<file path="config.mk">
export PLATFORM = sky130hd
export DESIGN_NAME = buck4_setpoint_registers
export DESIGN_NICKNAME = d
export VERILOG_FILES = /design/src/pkg/buck4_pkg.sv /design/src/design/buck4_setpoint_registers.sv
export SDC_FILE = /design/constraint.sdc
export NUM_CORES = 1
export LEC_CHECK = 0
export BUFFER_PORTS_ARGS = -buffer_cell sky130_fd_sc_hd__buf_4
export CORE_MARGIN = 2
export CORE_UTILIZATION = 47
export CTS_CLUSTER_DIAMETER = 60
export DETAILED_ROUTE_END_ITERATION = 7
export GPL_ROUTABILITY_DRIVEN = 0
export GPL_TIMING_DRIVEN = 0
export PLACE_DENSITY = 0.79
export SLEW_MARGIN = 10
export SYNTH_ARGS = -nofsm -noshare
export SYNTH_HDL_FRONTEND = slang
export SYNTH_SLANG_ARGS = --single-unit
</file>
<file path="constraint.sdc">
create_clock -name ref_clk_i -period 3.75 [get_ports ref_clk_i]
set_clock_uncertainty 0.1 [all_clocks]
set_input_delay 0.5625 -clock ref_clk_i [delete_from_list [all_inputs] [get_ports ref_clk_i]]
set_output_delay 0.5625 -clock ref_clk_i [all_outputs]
set_load 0.02 [all_outputs]
</file>
<file path="src/pkg/buck4_pkg.sv">
package buck4_pkg;

    // register addresses on the serial control bus
    localparam logic [7:0] NORMAL_SETPOINT_ADDR  = 8'h4A;
    localparam logic [7:0] STANDBY_SETPOINT_ADDR = 8'h4B;
    localparam logic [7:0] SLEEP_SETPOINT_ADDR   = 8'h4C;
    localparam logic [7:0] SWITCHING_MODE_ADDR   = 8'h4D;
    localparam logic [7:0] CONFIG_ADDR           = 8'h4E;

    // field positions
    localparam int CODE_MSB   = 5;
    localparam int RANGE_BIT  = 6;
    localparam int MODE_MSB   = 3;

    // reset values
    localparam logic [5:0] CODE_RESET   = 6'h00;
    localparam logic       RANGE_RESET  = 1'b0;
    localparam logic [3:0] MODE_RESET   = 4'h8;
    localparam logic [7:0] CONFIG_RESET = 8'h00;

    // configuration register fields
    typedef struct packed {
        logic [1:0] voltage_change_speed;  // bits 7:6
        logic [1:0] phase_clock;           // bits 5:4
        logic [1:0] switching_freq;        // bits 3:2
        logic       spare;                 // bit 1, storage only
        logic       current_limit;         // bit 0
    } buck4_config_t;

    // set-point codes for the three operating modes plus the shared range
    typedef struct packed {
        logic       range_high;
        logic [5:0] normal_code;
        logic [5:0] standby_code;
        logic [5:0] sleep_code;
    } setpoint_bundle_t;

endpackage

</file>
<file path="src/design/buck4_setpoint_registers.sv">
`timescale 1ns/1ps
// Overview of operation
// [RL1] five registers at consecutive addresses 0x4A..0x4E
// [RL2] host controls the regulator through these registers
// [RL3] normal code bits 5:0 writable, reset zero
// [RL4] range bit read-only, loaded only during configuration
// [RL5] standby code bits 5:0 writable
// [RL6] standby bit 6 shows configured range
// [RL7] sleep code bits 5:0 writable
// [RL8] sleep bit 6 mirrors configured range
// [RL9] switching mode bits 3:0 writable, reset eight
// [RL10] config holds speed, phase, frequency, limit
// [RL11] host uses low range below two volts
// [RL12] low range: 0.400 V, 25 mV steps
// [RL13] high range: 0.800 V, 50 mV steps
// [RL14] host avoids high-range codes above fifty
// [RL15] set-point bit 7 reads zero, ignores writes
module buck4_setpoint_registers
    import buck4_pkg::*;
(
    // clock and reset
    input  wire logic             ref_clk_i,
    input  wire logic             resetn_i,
    // register access from the serial interface engine
    input  wire logic             reg_wr_i,
    input  wire logic             reg_rd_i,
    input  wire logic [7:0]       reg_addr_i,
    input  wire logic [7:0]       reg_wdata_i,
    output logic      [7:0]       reg_rdata_o,
    output logic                  reg_hit_o,
    // configuration load path
    input  wire logic             cfg_load_i,
    input  wire logic             cfg_range_i,
    // settings to the regulator
    output setpoint_bundle_t      setpoints_o,
    output logic      [3:0]       switching_mode_o,
    output buck4_config_t         config_o
);

    logic       range_reg;          // shared output range
    logic [5:0] normal_code_reg;    // normal-mode code
    logic [5:0] standby_code_reg;   // standby-mode code
    logic [5:0] sleep_code_reg;     // sleep-mode code
    logic [3:0] mode_reg;           // switching mode selector
    buck4_config_t config_reg;      // speed/phase/frequency/limit
    logic [7:0] rdata_next;         // read mux result
    logic       hit_next;           // address decode result

    // range bit: only the configuration load path changes it, never the host
    always_ff @(posedge ref_clk_i)
    begin
        if (!resetn_i)
        begin
            range_reg <= RANGE_RESET;
        end
        else if (cfg_load_i)
        begin
            range_reg <= cfg_range_i;  // [RL4] [RL6] [RL8]
        end
    end

    // set-point codes: host writes low six bits only; bits 7 and 6 dropped
    always_ff @(posedge ref_clk_i)
    begin
        if (!resetn_i)
        begin
            normal_code_reg  <= CODE_RESET;
            standby_code_reg <= CODE_RESET;
            sleep_code_reg   <= CODE_RESET;
        end
        else if (reg_wr_i)
        begin
            case (reg_addr_i)
                NORMAL_SETPOINT_ADDR:
                begin
                    normal_code_reg <= reg_wdata_i[CODE_MSB:0];  // [RL3] [RL15]
                end
                STANDBY_SETPOINT_ADDR:
                begin
                    standby_code_reg <= reg_wdata_i[CODE_MSB:0];  // [RL5]
                end
                SLEEP_SETPOINT_ADDR:
                begin
                    sleep_code_reg <= reg_wdata_i[CODE_MSB:0];  // [RL7]
                end
                default:
                begin
                    normal_code_reg <= normal_code_reg;
                end
            endcase
        end
    end

    // switching mode and configuration registers
    always_ff @(posedge ref_clk_i)
    begin
        if (!resetn_i)
        begin
            mode_reg   <= MODE_RESET;  // [RL9]
            config_reg <= CONFIG_RESET;
        end
        else if (reg_wr_i)
        begin
            if (reg_addr_i == SWITCHING_MODE_ADDR)
            begin
                mode_reg <= reg_wdata_i[MODE_MSB:0];  // [RL9]
            end
            if (reg_addr_i == CONFIG_ADDR)
            begin
                config_reg <= buck4_config_t'(reg_wdata_i);  // [RL10]
            end
        end
    end

    // read decode; unmapped addresses read zero and report no hit
    always_comb
    begin
        rdata_next = 8'h00;
        hit_next   = 1'b1;
        case (reg_addr_i)  // [RL1] [RL2]
            NORMAL_SETPOINT_ADDR:
            begin
                rdata_next = {1'b0, range_reg, normal_code_reg};  // [RL15]
            end
            STANDBY_SETPOINT_ADDR:
            begin
                rdata_next = {1'b0, range_reg, standby_code_reg};  // [RL6]
            end
            SLEEP_SETPOINT_ADDR:
            begin
                rdata_next = {1'b0, range_reg, sleep_code_reg};  // [RL8]
            end
            SWITCHING_MODE_ADDR:
            begin
                rdata_next = {4'h0, mode_reg};
            end
            CONFIG_ADDR:
            begin
                rdata_next = config_reg;
            end
            default:
            begin
                hit_next = 1'b0;
            end
        endcase
    end

    // registered read data, captured on a read strobe
    always_ff @(posedge ref_clk_i)
    begin
        if (!resetn_i)
        begin
            reg_rdata_o <= 8'h00;
            reg_hit_o   <= 1'b0;
        end
        else if (reg_rd_i)
        begin
            reg_rdata_o <= rdata_next;
            reg_hit_o   <= hit_next;
        end
    end

    // settings toward the regulator; range selects the step table
    always_comb
    begin
        setpoints_o.range_high   = range_reg;  // [RL12] [RL13]
        setpoints_o.normal_code  = normal_code_reg;
        setpoints_o.standby_code = standby_code_reg;
        setpoints_o.sleep_code   = sleep_code_reg;
        switching_mode_o         = mode_reg;
        config_o                 = config_reg;
    end

    // checks on the register bank, all sampled on the rising clock edge

    // a host write never disturbs the range bit
    AST_RANGE_HOLD: assert property (@(posedge ref_clk_i) disable iff (!resetn_i)  // [RL4]
        !cfg_load_i |=> range_reg == $past(range_reg))
        else $error("range bit changed without a configuration load");

    // configuration load reaches the range bit
    AST_RANGE_LOAD: assert property (@(posedge ref_clk_i) disable iff (!resetn_i)  // [RL4]
        cfg_load_i |=> range_reg == $past(cfg_range_i))
        else $error("range bit did not take the loaded value");

    // normal code write lands in one cycle
    AST_NORMAL_WR: assert property (@(posedge ref_clk_i) disable iff (!resetn_i)  // [RL3]
        reg_wr_i && reg_addr_i == NORMAL_SETPOINT_ADDR
        |=> normal_code_reg == $past(reg_wdata_i[CODE_MSB:0]))
        else $error("normal code write lost");

    // normal read shows range and code, bit 7 zero
    AST_NORMAL_RD: assert property (@(posedge ref_clk_i) disable iff (!resetn_i)  // [RL3] [RL15]
        reg_rd_i && reg_addr_i == NORMAL_SETPOINT_ADDR
        |=> reg_rdata_o == {1'b0, $past(range_reg), $past(normal_code_reg)})
        else $error("normal read data wrong");

    // standby code write lands
    AST_STANDBY_WR: assert property (@(posedge ref_clk_i) disable iff (!resetn_i)  // [RL5]
        reg_wr_i && reg_addr_i == STANDBY_SETPOINT_ADDR
        |=> setpoints_o.standby_code == $past(reg_wdata_i[CODE_MSB:0]))
        else $error("standby code write lost");

    // standby read shows range and code, bit 7 zero
    AST_STANDBY_RD: assert property (@(posedge ref_clk_i) disable iff (!resetn_i)  // [RL6]
        reg_rd_i && reg_addr_i == STANDBY_SETPOINT_ADDR
        |=> reg_rdata_o == {1'b0, $past(range_reg), $past(standby_code_reg)})
        else $error("standby read data wrong");

    // sleep code write lands
    AST_SLEEP_WR: assert property (@(posedge ref_clk_i) disable iff (!resetn_i)  // [RL7]
        reg_wr_i && reg_addr_i == SLEEP_SETPOINT_ADDR
        |=> setpoints_o.sleep_code == $past(reg_wdata_i[CODE_MSB:0]))
        else $error("sleep code write lost");

    // sleep read mirrors the range bit
    AST_SLEEP_RD: assert property (@(posedge ref_clk_i) disable iff (!resetn_i)  // [RL8]
        reg_rd_i && reg_addr_i == SLEEP_SETPOINT_ADDR
        |=> reg_rdata_o[7:6] == {1'b0, $past(range_reg)})
        else $error("sleep read range wrong");

    // mode comes out of reset at its default
    AST_MODE_RESET: assert property (@(posedge ref_clk_i)  // [RL9]
        !resetn_i |=> switching_mode_o == MODE_RESET)
        else $error("switching mode reset value wrong");

    // mode write lands, upper nibble dropped
    AST_MODE_WR: assert property (@(posedge ref_clk_i) disable iff (!resetn_i)  // [RL9]
        reg_wr_i && reg_addr_i == SWITCHING_MODE_ADDR
        |=> switching_mode_o == $past(reg_wdata_i[MODE_MSB:0]))
        else $error("switching mode write lost");

    // mode read shows the selector with a zero upper nibble
    AST_MODE_RD: assert property (@(posedge ref_clk_i) disable iff (!resetn_i)  // [RL9]
        reg_rd_i && reg_addr_i == SWITCHING_MODE_ADDR
        |=> reg_rdata_o == {4'h0, $past(mode_reg)})
        else $error("switching mode read data wrong");

    // config write reaches the regulator outputs
    AST_CONFIG_WR: assert property (@(posedge ref_clk_i) disable iff (!resetn_i)  // [RL10]
        reg_wr_i && reg_addr_i == CONFIG_ADDR
        |=> config_o == $past(reg_wdata_i))
        else $error("config write lost");

    // config read returns all eight stored bits
    AST_CONFIG_RD: assert property (@(posedge ref_clk_i) disable iff (!resetn_i)  // [RL10]
        reg_rd_i && reg_addr_i == CONFIG_ADDR
        |=> reg_rdata_o == $past(config_reg))
        else $error("config read data wrong");

    // config comes out of reset cleared
    AST_CONFIG_RESET: assert property (@(posedge ref_clk_i)  // [RL10]
        !resetn_i |=> config_o == CONFIG_RESET)
        else $error("config reset value wrong");

    // mapped addresses hit, others miss
    AST_DECODE: assert property (@(posedge ref_clk_i) disable iff (!resetn_i)  // [RL1]
        reg_rd_i |=> reg_hit_o == ($past(reg_addr_i) >= NORMAL_SETPOINT_ADDR
                                   && $past(reg_addr_i) <= CONFIG_ADDR))
        else $error("address decode wrong");

    // unmapped reads return zero
    AST_MISS_RD: assert property (@(posedge ref_clk_i) disable iff (!resetn_i)  // [RL1]
        reg_rd_i && (reg_addr_i < NORMAL_SETPOINT_ADDR || reg_addr_i > CONFIG_ADDR)
        |=> reg_rdata_o == 8'h00)
        else $error("unmapped read returned data");

    // unmapped writes leave every setting alone
    AST_MISS_WR: assert property (@(posedge ref_clk_i) disable iff (!resetn_i)  // [RL1]
        reg_wr_i && !cfg_load_i
        && (reg_addr_i < NORMAL_SETPOINT_ADDR || reg_addr_i > CONFIG_ADDR)
        |=> $stable(setpoints_o) && $stable(switching_mode_o) && $stable(config_o))
        else $error("unmapped write changed a setting");

    // normal code moves only on its own write
    AST_NORMAL_KEEP: assert property (@(posedge ref_clk_i) disable iff (!resetn_i)  // [RL3]
        !(reg_wr_i && reg_addr_i == NORMAL_SETPOINT_ADDR)
        |=> $stable(normal_code_reg))
        else $error("normal code changed without a write");

    // standby code moves only on its own write
    AST_STANDBY_KEEP: assert property (@(posedge ref_clk_i) disable iff (!resetn_i)  // [RL5]
        !(reg_wr_i && reg_addr_i == STANDBY_SETPOINT_ADDR)
        |=> $stable(standby_code_reg))
        else $error("standby code changed without a write");

    // sleep code moves only on its own write
    AST_SLEEP_KEEP: assert property (@(posedge ref_clk_i) disable iff (!resetn_i)  // [RL7]
        !(reg_wr_i && reg_addr_i == SLEEP_SETPOINT_ADDR)
        |=> $stable(sleep_code_reg))
        else $error("sleep code changed without a write");

    // mode moves only on its own write
    AST_MODE_KEEP: assert property (@(posedge ref_clk_i) disable iff (!resetn_i)  // [RL9]
        !(reg_wr_i && reg_addr_i == SWITCHING_MODE_ADDR)
        |=> $stable(mode_reg))
        else $error("switching mode changed without a write");

    // config moves only on its own write
    AST_CONFIG_KEEP: assert property (@(posedge ref_clk_i) disable iff (!resetn_i)  // [RL10]
        !(reg_wr_i && reg_addr_i == CONFIG_ADDR)
        |=> $stable(config_reg))
        else $error("config changed without a write");

    // read data and hit flag hold between reads
    AST_RDATA_HOLD: assert property (@(posedge ref_clk_i) disable iff (!resetn_i)  // [RL2]
        !reg_rd_i |=> $stable(reg_rdata_o) && $stable(reg_hit_o))
        else $error("read answer changed without a read");

    // set points and range come out of reset cleared
    AST_SETPOINT_RESET: assert property (@(posedge ref_clk_i)  // [RL3] [RL4] [RL5] [RL7]
        !resetn_i
        |=> setpoints_o == {RANGE_RESET, CODE_RESET, CODE_RESET, CODE_RESET})
        else $error("set-point reset values wrong");

    // read answer comes out of reset cleared
    AST_RDATA_RESET: assert property (@(posedge ref_clk_i)  // [RL2]
        !resetn_i |=> reg_rdata_o == 8'h00 && !reg_hit_o)
        else $error("read answer reset values wrong");

endmodule

</file>
==> results.txt, run 1 <==
The run finished with clean final reports. After detailed routing, the average wire length per cell comes to 16.06 µm. Setup violations remaining at the end of the flow were counted as 0.

Of the total synthesized cell area, the portion taken by XOR and XNOR cells is 0%. Buffers inserted to repair hold after CTS numbered 0. The finished layout holds 294 standard cells, fillers aside. The synthesized netlist devotes 8.224% of its cell area to compound gates.

The top-area cell type share of the netlist area works out to 42.11%. The sum of buffers and inverters on the critical path is 2, and the number of vias per cell after detailed routing is 5.269. After clock tree synthesis, the clock-pin slew on the worst setup and hold paths is 80 ps. The synthesized netlist devotes 25.46% of its cell area to simple gates.

The tools report the synthesized netlist net count as 199. Entering global routing, the biggest net connects 14 pins. The global-route usage over all layers was 21.65%.

Family of cells with the greatest summed delay on the critical path: simple AND/OR/NAND/NOR gates. In this run the mean area of a mapped cell was 10.74 µm². Sequential cells were found to cover 42.11% of the synthesized design area. The run gives 9.3% as the fraction of power consumed by combinational cells.

After synthesis, the largest family of logic cells by area is simple AND/OR/NAND/NOR gates. The run gives 46.02% as the normalized max-slew margin. The core region is 3943 µm².

In this run the clock root is driven by a clkbuf_8. The die outline width was 67.61 µm; the remaining global-route overflow was 0. The die is 67.61 µm tall. The startpoint identified for the worst register-to-register timing path is sleep_code_reg[1].

STA classifies the critical path endpoint as a flop. The via count of the first global-routing pass is 1431. STA classifies the critical path startpoint as an input port. The tools report the final routed DRC violation total as 0. The run gives 0 as the final hold violation count.

Synthesis handed over a netlist of 177 instances. The source of the critical timing path is reg_addr_i[5]. The synthesized netlist devotes 0% of its cell area to adder and majority cells.

For this block, the via count after detailed routing is 1549. Net count reported at finish: 265. The critical-path cell with the highest stage delay was nor4_4. For the number of clock sinks, the log shows 40. In this run the count of I/O pins placed on the die edge is 62. The post-synthesis mux area share came out at 20.79%. The logs give 4 for the first-pass iteration count of the detailed router and 29 for the initial DRC count. The cell count after placement is 286, and the clock insertion delay at the later pin of the skew report is 300 ps.

The die covers 4571 µm². For the initial antenna violation count, the log shows 0. Ranked by total cell area, the synthesized netlist is headed by dfxtp_1, mux2i_1, nor2b_1. The final total negative setup slack was 0 ps; the detailed placer's ending HPWL was 3.534 mm. The time the worst path needs with I/O delays and setup was 2021 ps. The maximum clock insertion buffer count was 2; the growth of design area from synthesis to finish was 31.64%. For this run, the slowest stage of the critical path takes 720 ps. The tools report the total inserted antenna cells as 0. The analysis attributes to net switching a power of 0.1997 mW.

The synthesized design spends more area on one cell type than any other, namely dfxtp_1. The final cycle utilization of the critical path works out to 53.91%. Based on the critical path, the design can be clocked at up to 494.7 MHz.

The first global-routing pass estimated 7.148 mm of wire. In this run the cell area of the synthesized design comes to 1902 µm². Final hold analysis gives a worst-case slack of 356.3 ps.

Sequential cells burn 52.7% of the power. Across all setup checks in the final design, the least slack found is 1729 ps. The post-CTS setup buffer count is 0. The worst setup slack before clock tree synthesis was 1411 ps. Setup repair after global routing left no endpoint under its margin.

The tools report the count of pins over their slew limit as 0. The H-tree depth is 2. After synthesis the netlist holds a flip-flop and latch count of 40.

TritonCTS created 5 clock buffers. The share of cells above drive strength 1 is 34.84%. The slew at the pin closest to its max-slew limit came out at 803.6 ps. Net switching is 24.68% of the power. TritonCTS built the clock tree. The library cells used most frequently in the layout, excluding fill and tap cells, are buf_4, dfxtp_1, mux2i_1. The number of maximum-capacitance violations is 0. Worst hold path startpoint: reg_rdata_o[2]. Power spread over the standard cell area amounts to 323.3 nW/µm². The tightest min-delay check is of the reg -> reg type. Count of different cell masters after synthesis: 30. The kind of critical path was in -> reg. Once the clock tree was built, the resizer swapped 0 gates to a different size. The clock network is responsible for 38.0% of the overall power. The routed design has 4.723 mm of wire. The run gives 0 as the number of routed nets with antenna violations.

The most common library cell in the layout ignoring fill and taps was buf_4. The internal power summed over all cells was 0.6096 mW; the maximum fanout count along the critical path was 8. The signal on the critical path passes through buf_4 -> or2_1 -> buf_6 -> nor4_4 -> mux2i_1 -> nor2b_1.

The tools report the maximum ir drop on the vdd rail as 0.1991 mV. For the worst setup path, the data required time is 3840 ps. The count of warnings emitted by yosys was 0; the number of buffers inserted by port buffering was 59. STA puts the critical path data arrival time at 2110 ps. Once the floorplan was initialized, standard cells occupied 48.24% of the core. The floorplan has 23 rows. The analysis attributes to cell leakage a power of 1.030 nW.
==> worst reg2reg max path, delay by kind of cell (launching register included) <==
family,cells,cell delay (ps)
DFF,1,340
AOI/OAI and AO/OA,2,460
muxes,1,260
==> cells by family (layout without fill, tap and decap cells) <==
family	count (synthesis)	after routing
flip-flops	40	40
AO/OA/AOI/OAI	21	21
AND/OR/NAND/NOR	64	64
multiplexers	39	39
buffers and inverters	13	80
==> per-layer routing <==
layer	wire length [µm]	part of all wire (%)	track usage [%]
met2	2260	48	34.68
met1	2098	44	28.16
met4	66	1.4	7.653
met5	0	0	0
met3	297	6.3	5.333
==> Yosys cell counts (all sizes together) <==
library cell / number
nor2b: 34
mux2i: 35
o21a: 2
a32oi: 1
o22ai: 2
nand2: 8
o31ai: 4
and3: 1
nor2: 2
nor3: 1
nand4b: 1
nand3: 1
o21ai: 2
a221oi: 8
buf: 6
nor4: 5
or4b: 1
and2b: 5
nand3b: 1
a21oi: 2
dfxtp: 40
inv: 2
nand2b: 2
or2: 1
clkbuf: 5
or4: 1
mux2: 4
==> path summary, 6_finish.rpt <==
kind	end	cells past startpoint	slack (ps)
worst max-delay path	config_o[0]	6	1730
worst min-delay path	reg_rdata_o[2]	2	360
worst max register to register	reg_rdata_o[1]	3	2480
worst min register to register	reg_rdata_o[2]	2	360
==> per-stage QoR <==
step / area [µm²] / total power [mW] / utilization, %
5_1_grt: 2504 / 0.8415 / 63.50
3_5_place_dp: 2407 / 0.5120 / 61.06
4_1_cts: 2504 / 0.8163 / 63.50
2_1_floorplan: 1902 / 0.4770 / -
3_3_place_gp: 2407 / 0.5099 / 61.06
6_report: 2504 / 0.8093 / 63.50
==> final cells by class <==
| class | count | area, µm² |
|---|---|---|
| clock buffers | 6 | 82.58 |
| plain buffers | 11 | 57.56 |
| well taps | 50 | 62.56 |
| multi-input cells | 124 | 1036 |
| clock inverters | 2 | 13.76 |
| repair buffers | 59 | 442.9 |
| flip-flops and latches | 40 | 800.8 |
| inverters | 2 | 7.507 |
| fillers | 342 | 1439 |
==> power groups by stage <==
stage	Combinational [mW]	Clock (mW)	Sequential, mW
global placement	0.0733	0	0.437
detailed placement	0.0753	0	0.437
finish	0.0750	0.308	0.427
global route	0.0806	0.334	0.427
CTS	0.0755	0.314	0.427
floorplan	0.0401	0	0.437
No activity file was read; power rests on OpenSTA's default activity.
==> run 2, diff against run 1 <==
- ABC_AREA: default -> 1
- CORE_UTILIZATION: 47 -> 44
- PLACE_DENSITY: 0.79 -> 0.78
- clock period: 3.75 -> 1.7 ns (I/O delays scaled with it)
==> run 2 against run 1 <==
Against the previous run:
- combinational power rose by 88%
- critical path depth increased by 4
- die area up 2.1%
- sequential power increased by 120%
- synthesized area down 4.3%
- global-route usage up 0.78 points
- critical path type unchanged
- worst setup slack worse by 1300 ps
- synthesized cell count increased by 44%
- sequential share of layout area up 1.1 points
- first-iteration DRC count increased to 3.7 times the previous value
- clock power up 110%
- largest cell class unchanged
- wire length is 4.6% higher
==> results.txt, run 2 <==
In this run the vertical extent of the chip is 68.30 µm. The total power density per cell area was 715.2 nW/µm²; the count of warnings emitted by yosys was 0. Growth of design area from synthesis to finish: 33.15%. Area of the mapped netlist: 1819 µm². Of the available clock period, the critical path in the final layout requires 73.94%.

Data on the critical path is required at its endpoint by 1790 ps. The number of nets in the synthesized netlist is 277. The clock insertion delay at the later pin of the skew report is 290 ps, and the time the worst path needs with I/O delays and setup is 1257 ps.

The clock transition time at the flip-flop clock pins of the worst setup and hold paths works out to 70 ps. In the global route stage, overall resource usage came out at 22.43%. The tool flagged a number of max-cap violations equal to 0. Pin placement for this block handled 62 I/O pins. For the pin with the worst max-slew slack, the measured transition is 526.0 ps. nand2_1 is the most common cell in the netlist. First-pass iteration count of the detailed router: 4.

The longest clock path from root to sink contains 2 buffers. The maximum fanout count along the critical path was 10; the placeable core region was 4000 µm². Via count of the first global-routing pass: 1583.

The top cell types in the final layout, fill and taps aside, are buf_4, nand2_1, a21oi_1, dfxtp_1. Summed over all layers, the routed wires come to 4.939 mm. The initial antenna violation count is 0, and the number of vias per cell after detailed routing is 5.126.

The worst path setup slack after routing is 443.0 ps, and the final total negative setup slack is 0 ps. The top-area cell type share of the netlist area is 44.02%, and the number of instances on the worst hold path is 2. The tools report the sequential cell area fraction in the yosys report as 44.02%. The library cell used most frequently in the layout, excluding fill and tap cells, is buf_4. The tools report the post-route total power as 1.733 mW. For this run the aggregate overflow at the end of global routing stands at 0. Clock root buffer: clkbuf_8. The first routing iteration left 108 violations. For this run, design rule violations remaining after detail routing come to 0. The run gives 141.1 ps as the worst setup slack before clock tree synthesis. The register bit total from synthesis was 40; the total inserted antenna cells was 0. In this run the worst hold path is classified as in -> reg. Timing would allow up to 795.6 MHz.

The post-CTS setup buffer count is 0, and the count of standard-cell rows is 23. The count of pins over their slew limit came out at 0. H-tree depth: 2. The detailed-route wire length per cell works out to 13.24 µm. The wire-length estimate of the detail-placed layout is 3.787 mm. The share of cells above drive strength 1 is 28.17%, and the maximum ir drop on the vdd rail is 0.5029 mV.

For this design, the CTS-stage hold fixing added 0 buffers. The setup path with the least slack is of type in -> reg. The dominant synthesized flop cell is dfxtp_1. In the final design database the tool counted 344 nets.

Counting distinct cell types in the post-synthesis netlist gives 20. The die covers 4665 µm². The worst setup path is captured at a flop. Setup repair after global routing left no endpoint under its margin. The cell depth of the worst flop-to-flop path is 6.

The quantity of gates resized following cts is 0. For the worst slack on hold paths, the log shows 37.59 ps. Counting instances in the post-synthesis netlist gives the leading cell types as nand2_1, a21oi_1, dfxtp_1.

The detailed router placed 1912 vias in this run. The number of enable flip-flop cells after synthesis works out to 0. The number of inserted filler cells in the final layout was 391; the wire length of the first global-routing pass was 7.527 mm. The run finished with clean final reports.

Pin count of the biggest net entering global routing: 12. Setup violations remaining at the end of the flow were counted as 0. The normalized max-slew margin was 64.93%.

TritonCTS built the clock tree. In this run the remaining antenna-violating nets after routing total 0. The clock net in this run drives a total of 40 sinks.

Synthesis produced 255 cells. The mean area per synthesized cell came out at 7.134 µm². The worst setup path is launched from an input port. The cell type with the largest total area after synthesis is dfxtp_1.

The leakage power summed over all cells came out at 1.017 nW. In the post-synthesis netlist, the biggest area contributors are dfxtp_1, a21oi_1, nand2_1. At the worst endpoint, the arrival time is 1350 ps.

The number of clock buffers added by TritonCTS is 5. For this configuration, the core starts out at a cell density of 45.48%. Counting flops with an async set or reset pin after synthesis yields a share of 0%. The final hold violation count was 0.

The number of buffers inserted by port buffering was 60; the die outline width was 68.30 µm.
## run 2: changes by cell type after synthesis, moves of 5 or more
cell / change
a21oi_1: +38
a221oi_1: -8
and2b_1: -5
inv_1: +26
mux2i_1: -35
nand2_1: +43
nand3_1: +27
nor2b_1: -34
nor4_4: -5
o21ai_0: +9
o21ai_1: +17
## run 2: worst paths after layout
kind | start | end | slack (ps)
hold / removal | cfg_load_i | range_reg | 40
setup reg to reg | switching_mode_o[2] | reg_rdata_o[2] | 640
hold reg to reg | reg_rdata_o[6] | reg_rdata_o[6] | 370
setup / recovery | reg_addr_i[7] | config_o[4] | 440
## run 2: per-layer routing
layer | GRT usage (%) | up-vias | routed length (µm)
met5 | 0 | - | 0
met4 | 9.500 | 0 | 123
met3 | 5.428 | 12 | 393
met2 | 34.34 | 74 | 2263
met1 | 30.00 | 855 | 2159
li1 | - | 971 | -
## run 2: cell families (layout without fill, tap and decap cells)
family / after synthesis / in the layout / synth area share [%]
AOI/OAI and AO/OA: 68 / 68 / 18.71
buffers and inverters: 46 / 114 / 11.00
DFF: 40 / 40 / 44.02
and+or+nand+nor: 101 / 101 / 26.27
## run 2: final cells by class
cell class | instances | area [µm²] | area share [%]
buffer | 11 | 68.82 | 2.841
clock buffer | 8 | 90.09 | 3.719
inverter | 35 | 131.4 | 5.424
multi-input combinational | 169 | 818.3 | 33.78
sequential | 40 | 800.8 | 33.06
tap | 50 | 62.56 | 2.583
timing repair buffer | 60 | 450.4 | 18.60
## run 2: power by group
group / switching [mW] / internal, mW / total, mW / leakage (nW)
clock network: 0.318 / 0.331 / 0.649 / 0.0455
logic: 0.0860 / 0.0554 / 0.141 / 0.649
registers: 0.00255 / 0.940 / 0.942 / 0.322
total: 0.407 / 1.33 / 1.73 / 1.02
## run 2: worst max-delay path, cell delays in order
cell	delay (ps)
buf_4	110
inv_2	30
nand2_1	70
nor2_4	200
nand2_2	90
nor2_2	140
nand2_2	120
buf_6	160
o21ai_1	120
a21oi_1	50
## run 2: stage by stage
| step | area [µm²] | cells | util (%) |
|---|---|---|---|
| floorplan | 1819 | 255 | - |
| global placement | 2332 | 365 | 58.30 |
| detailed placement | 2332 | 365 | 58.30 |
| CTS | 2422 | 373 | 60.56 |
| global route | 2422 | 373 | 60.56 |
| finish | 2422 | 373 | 60.56 |
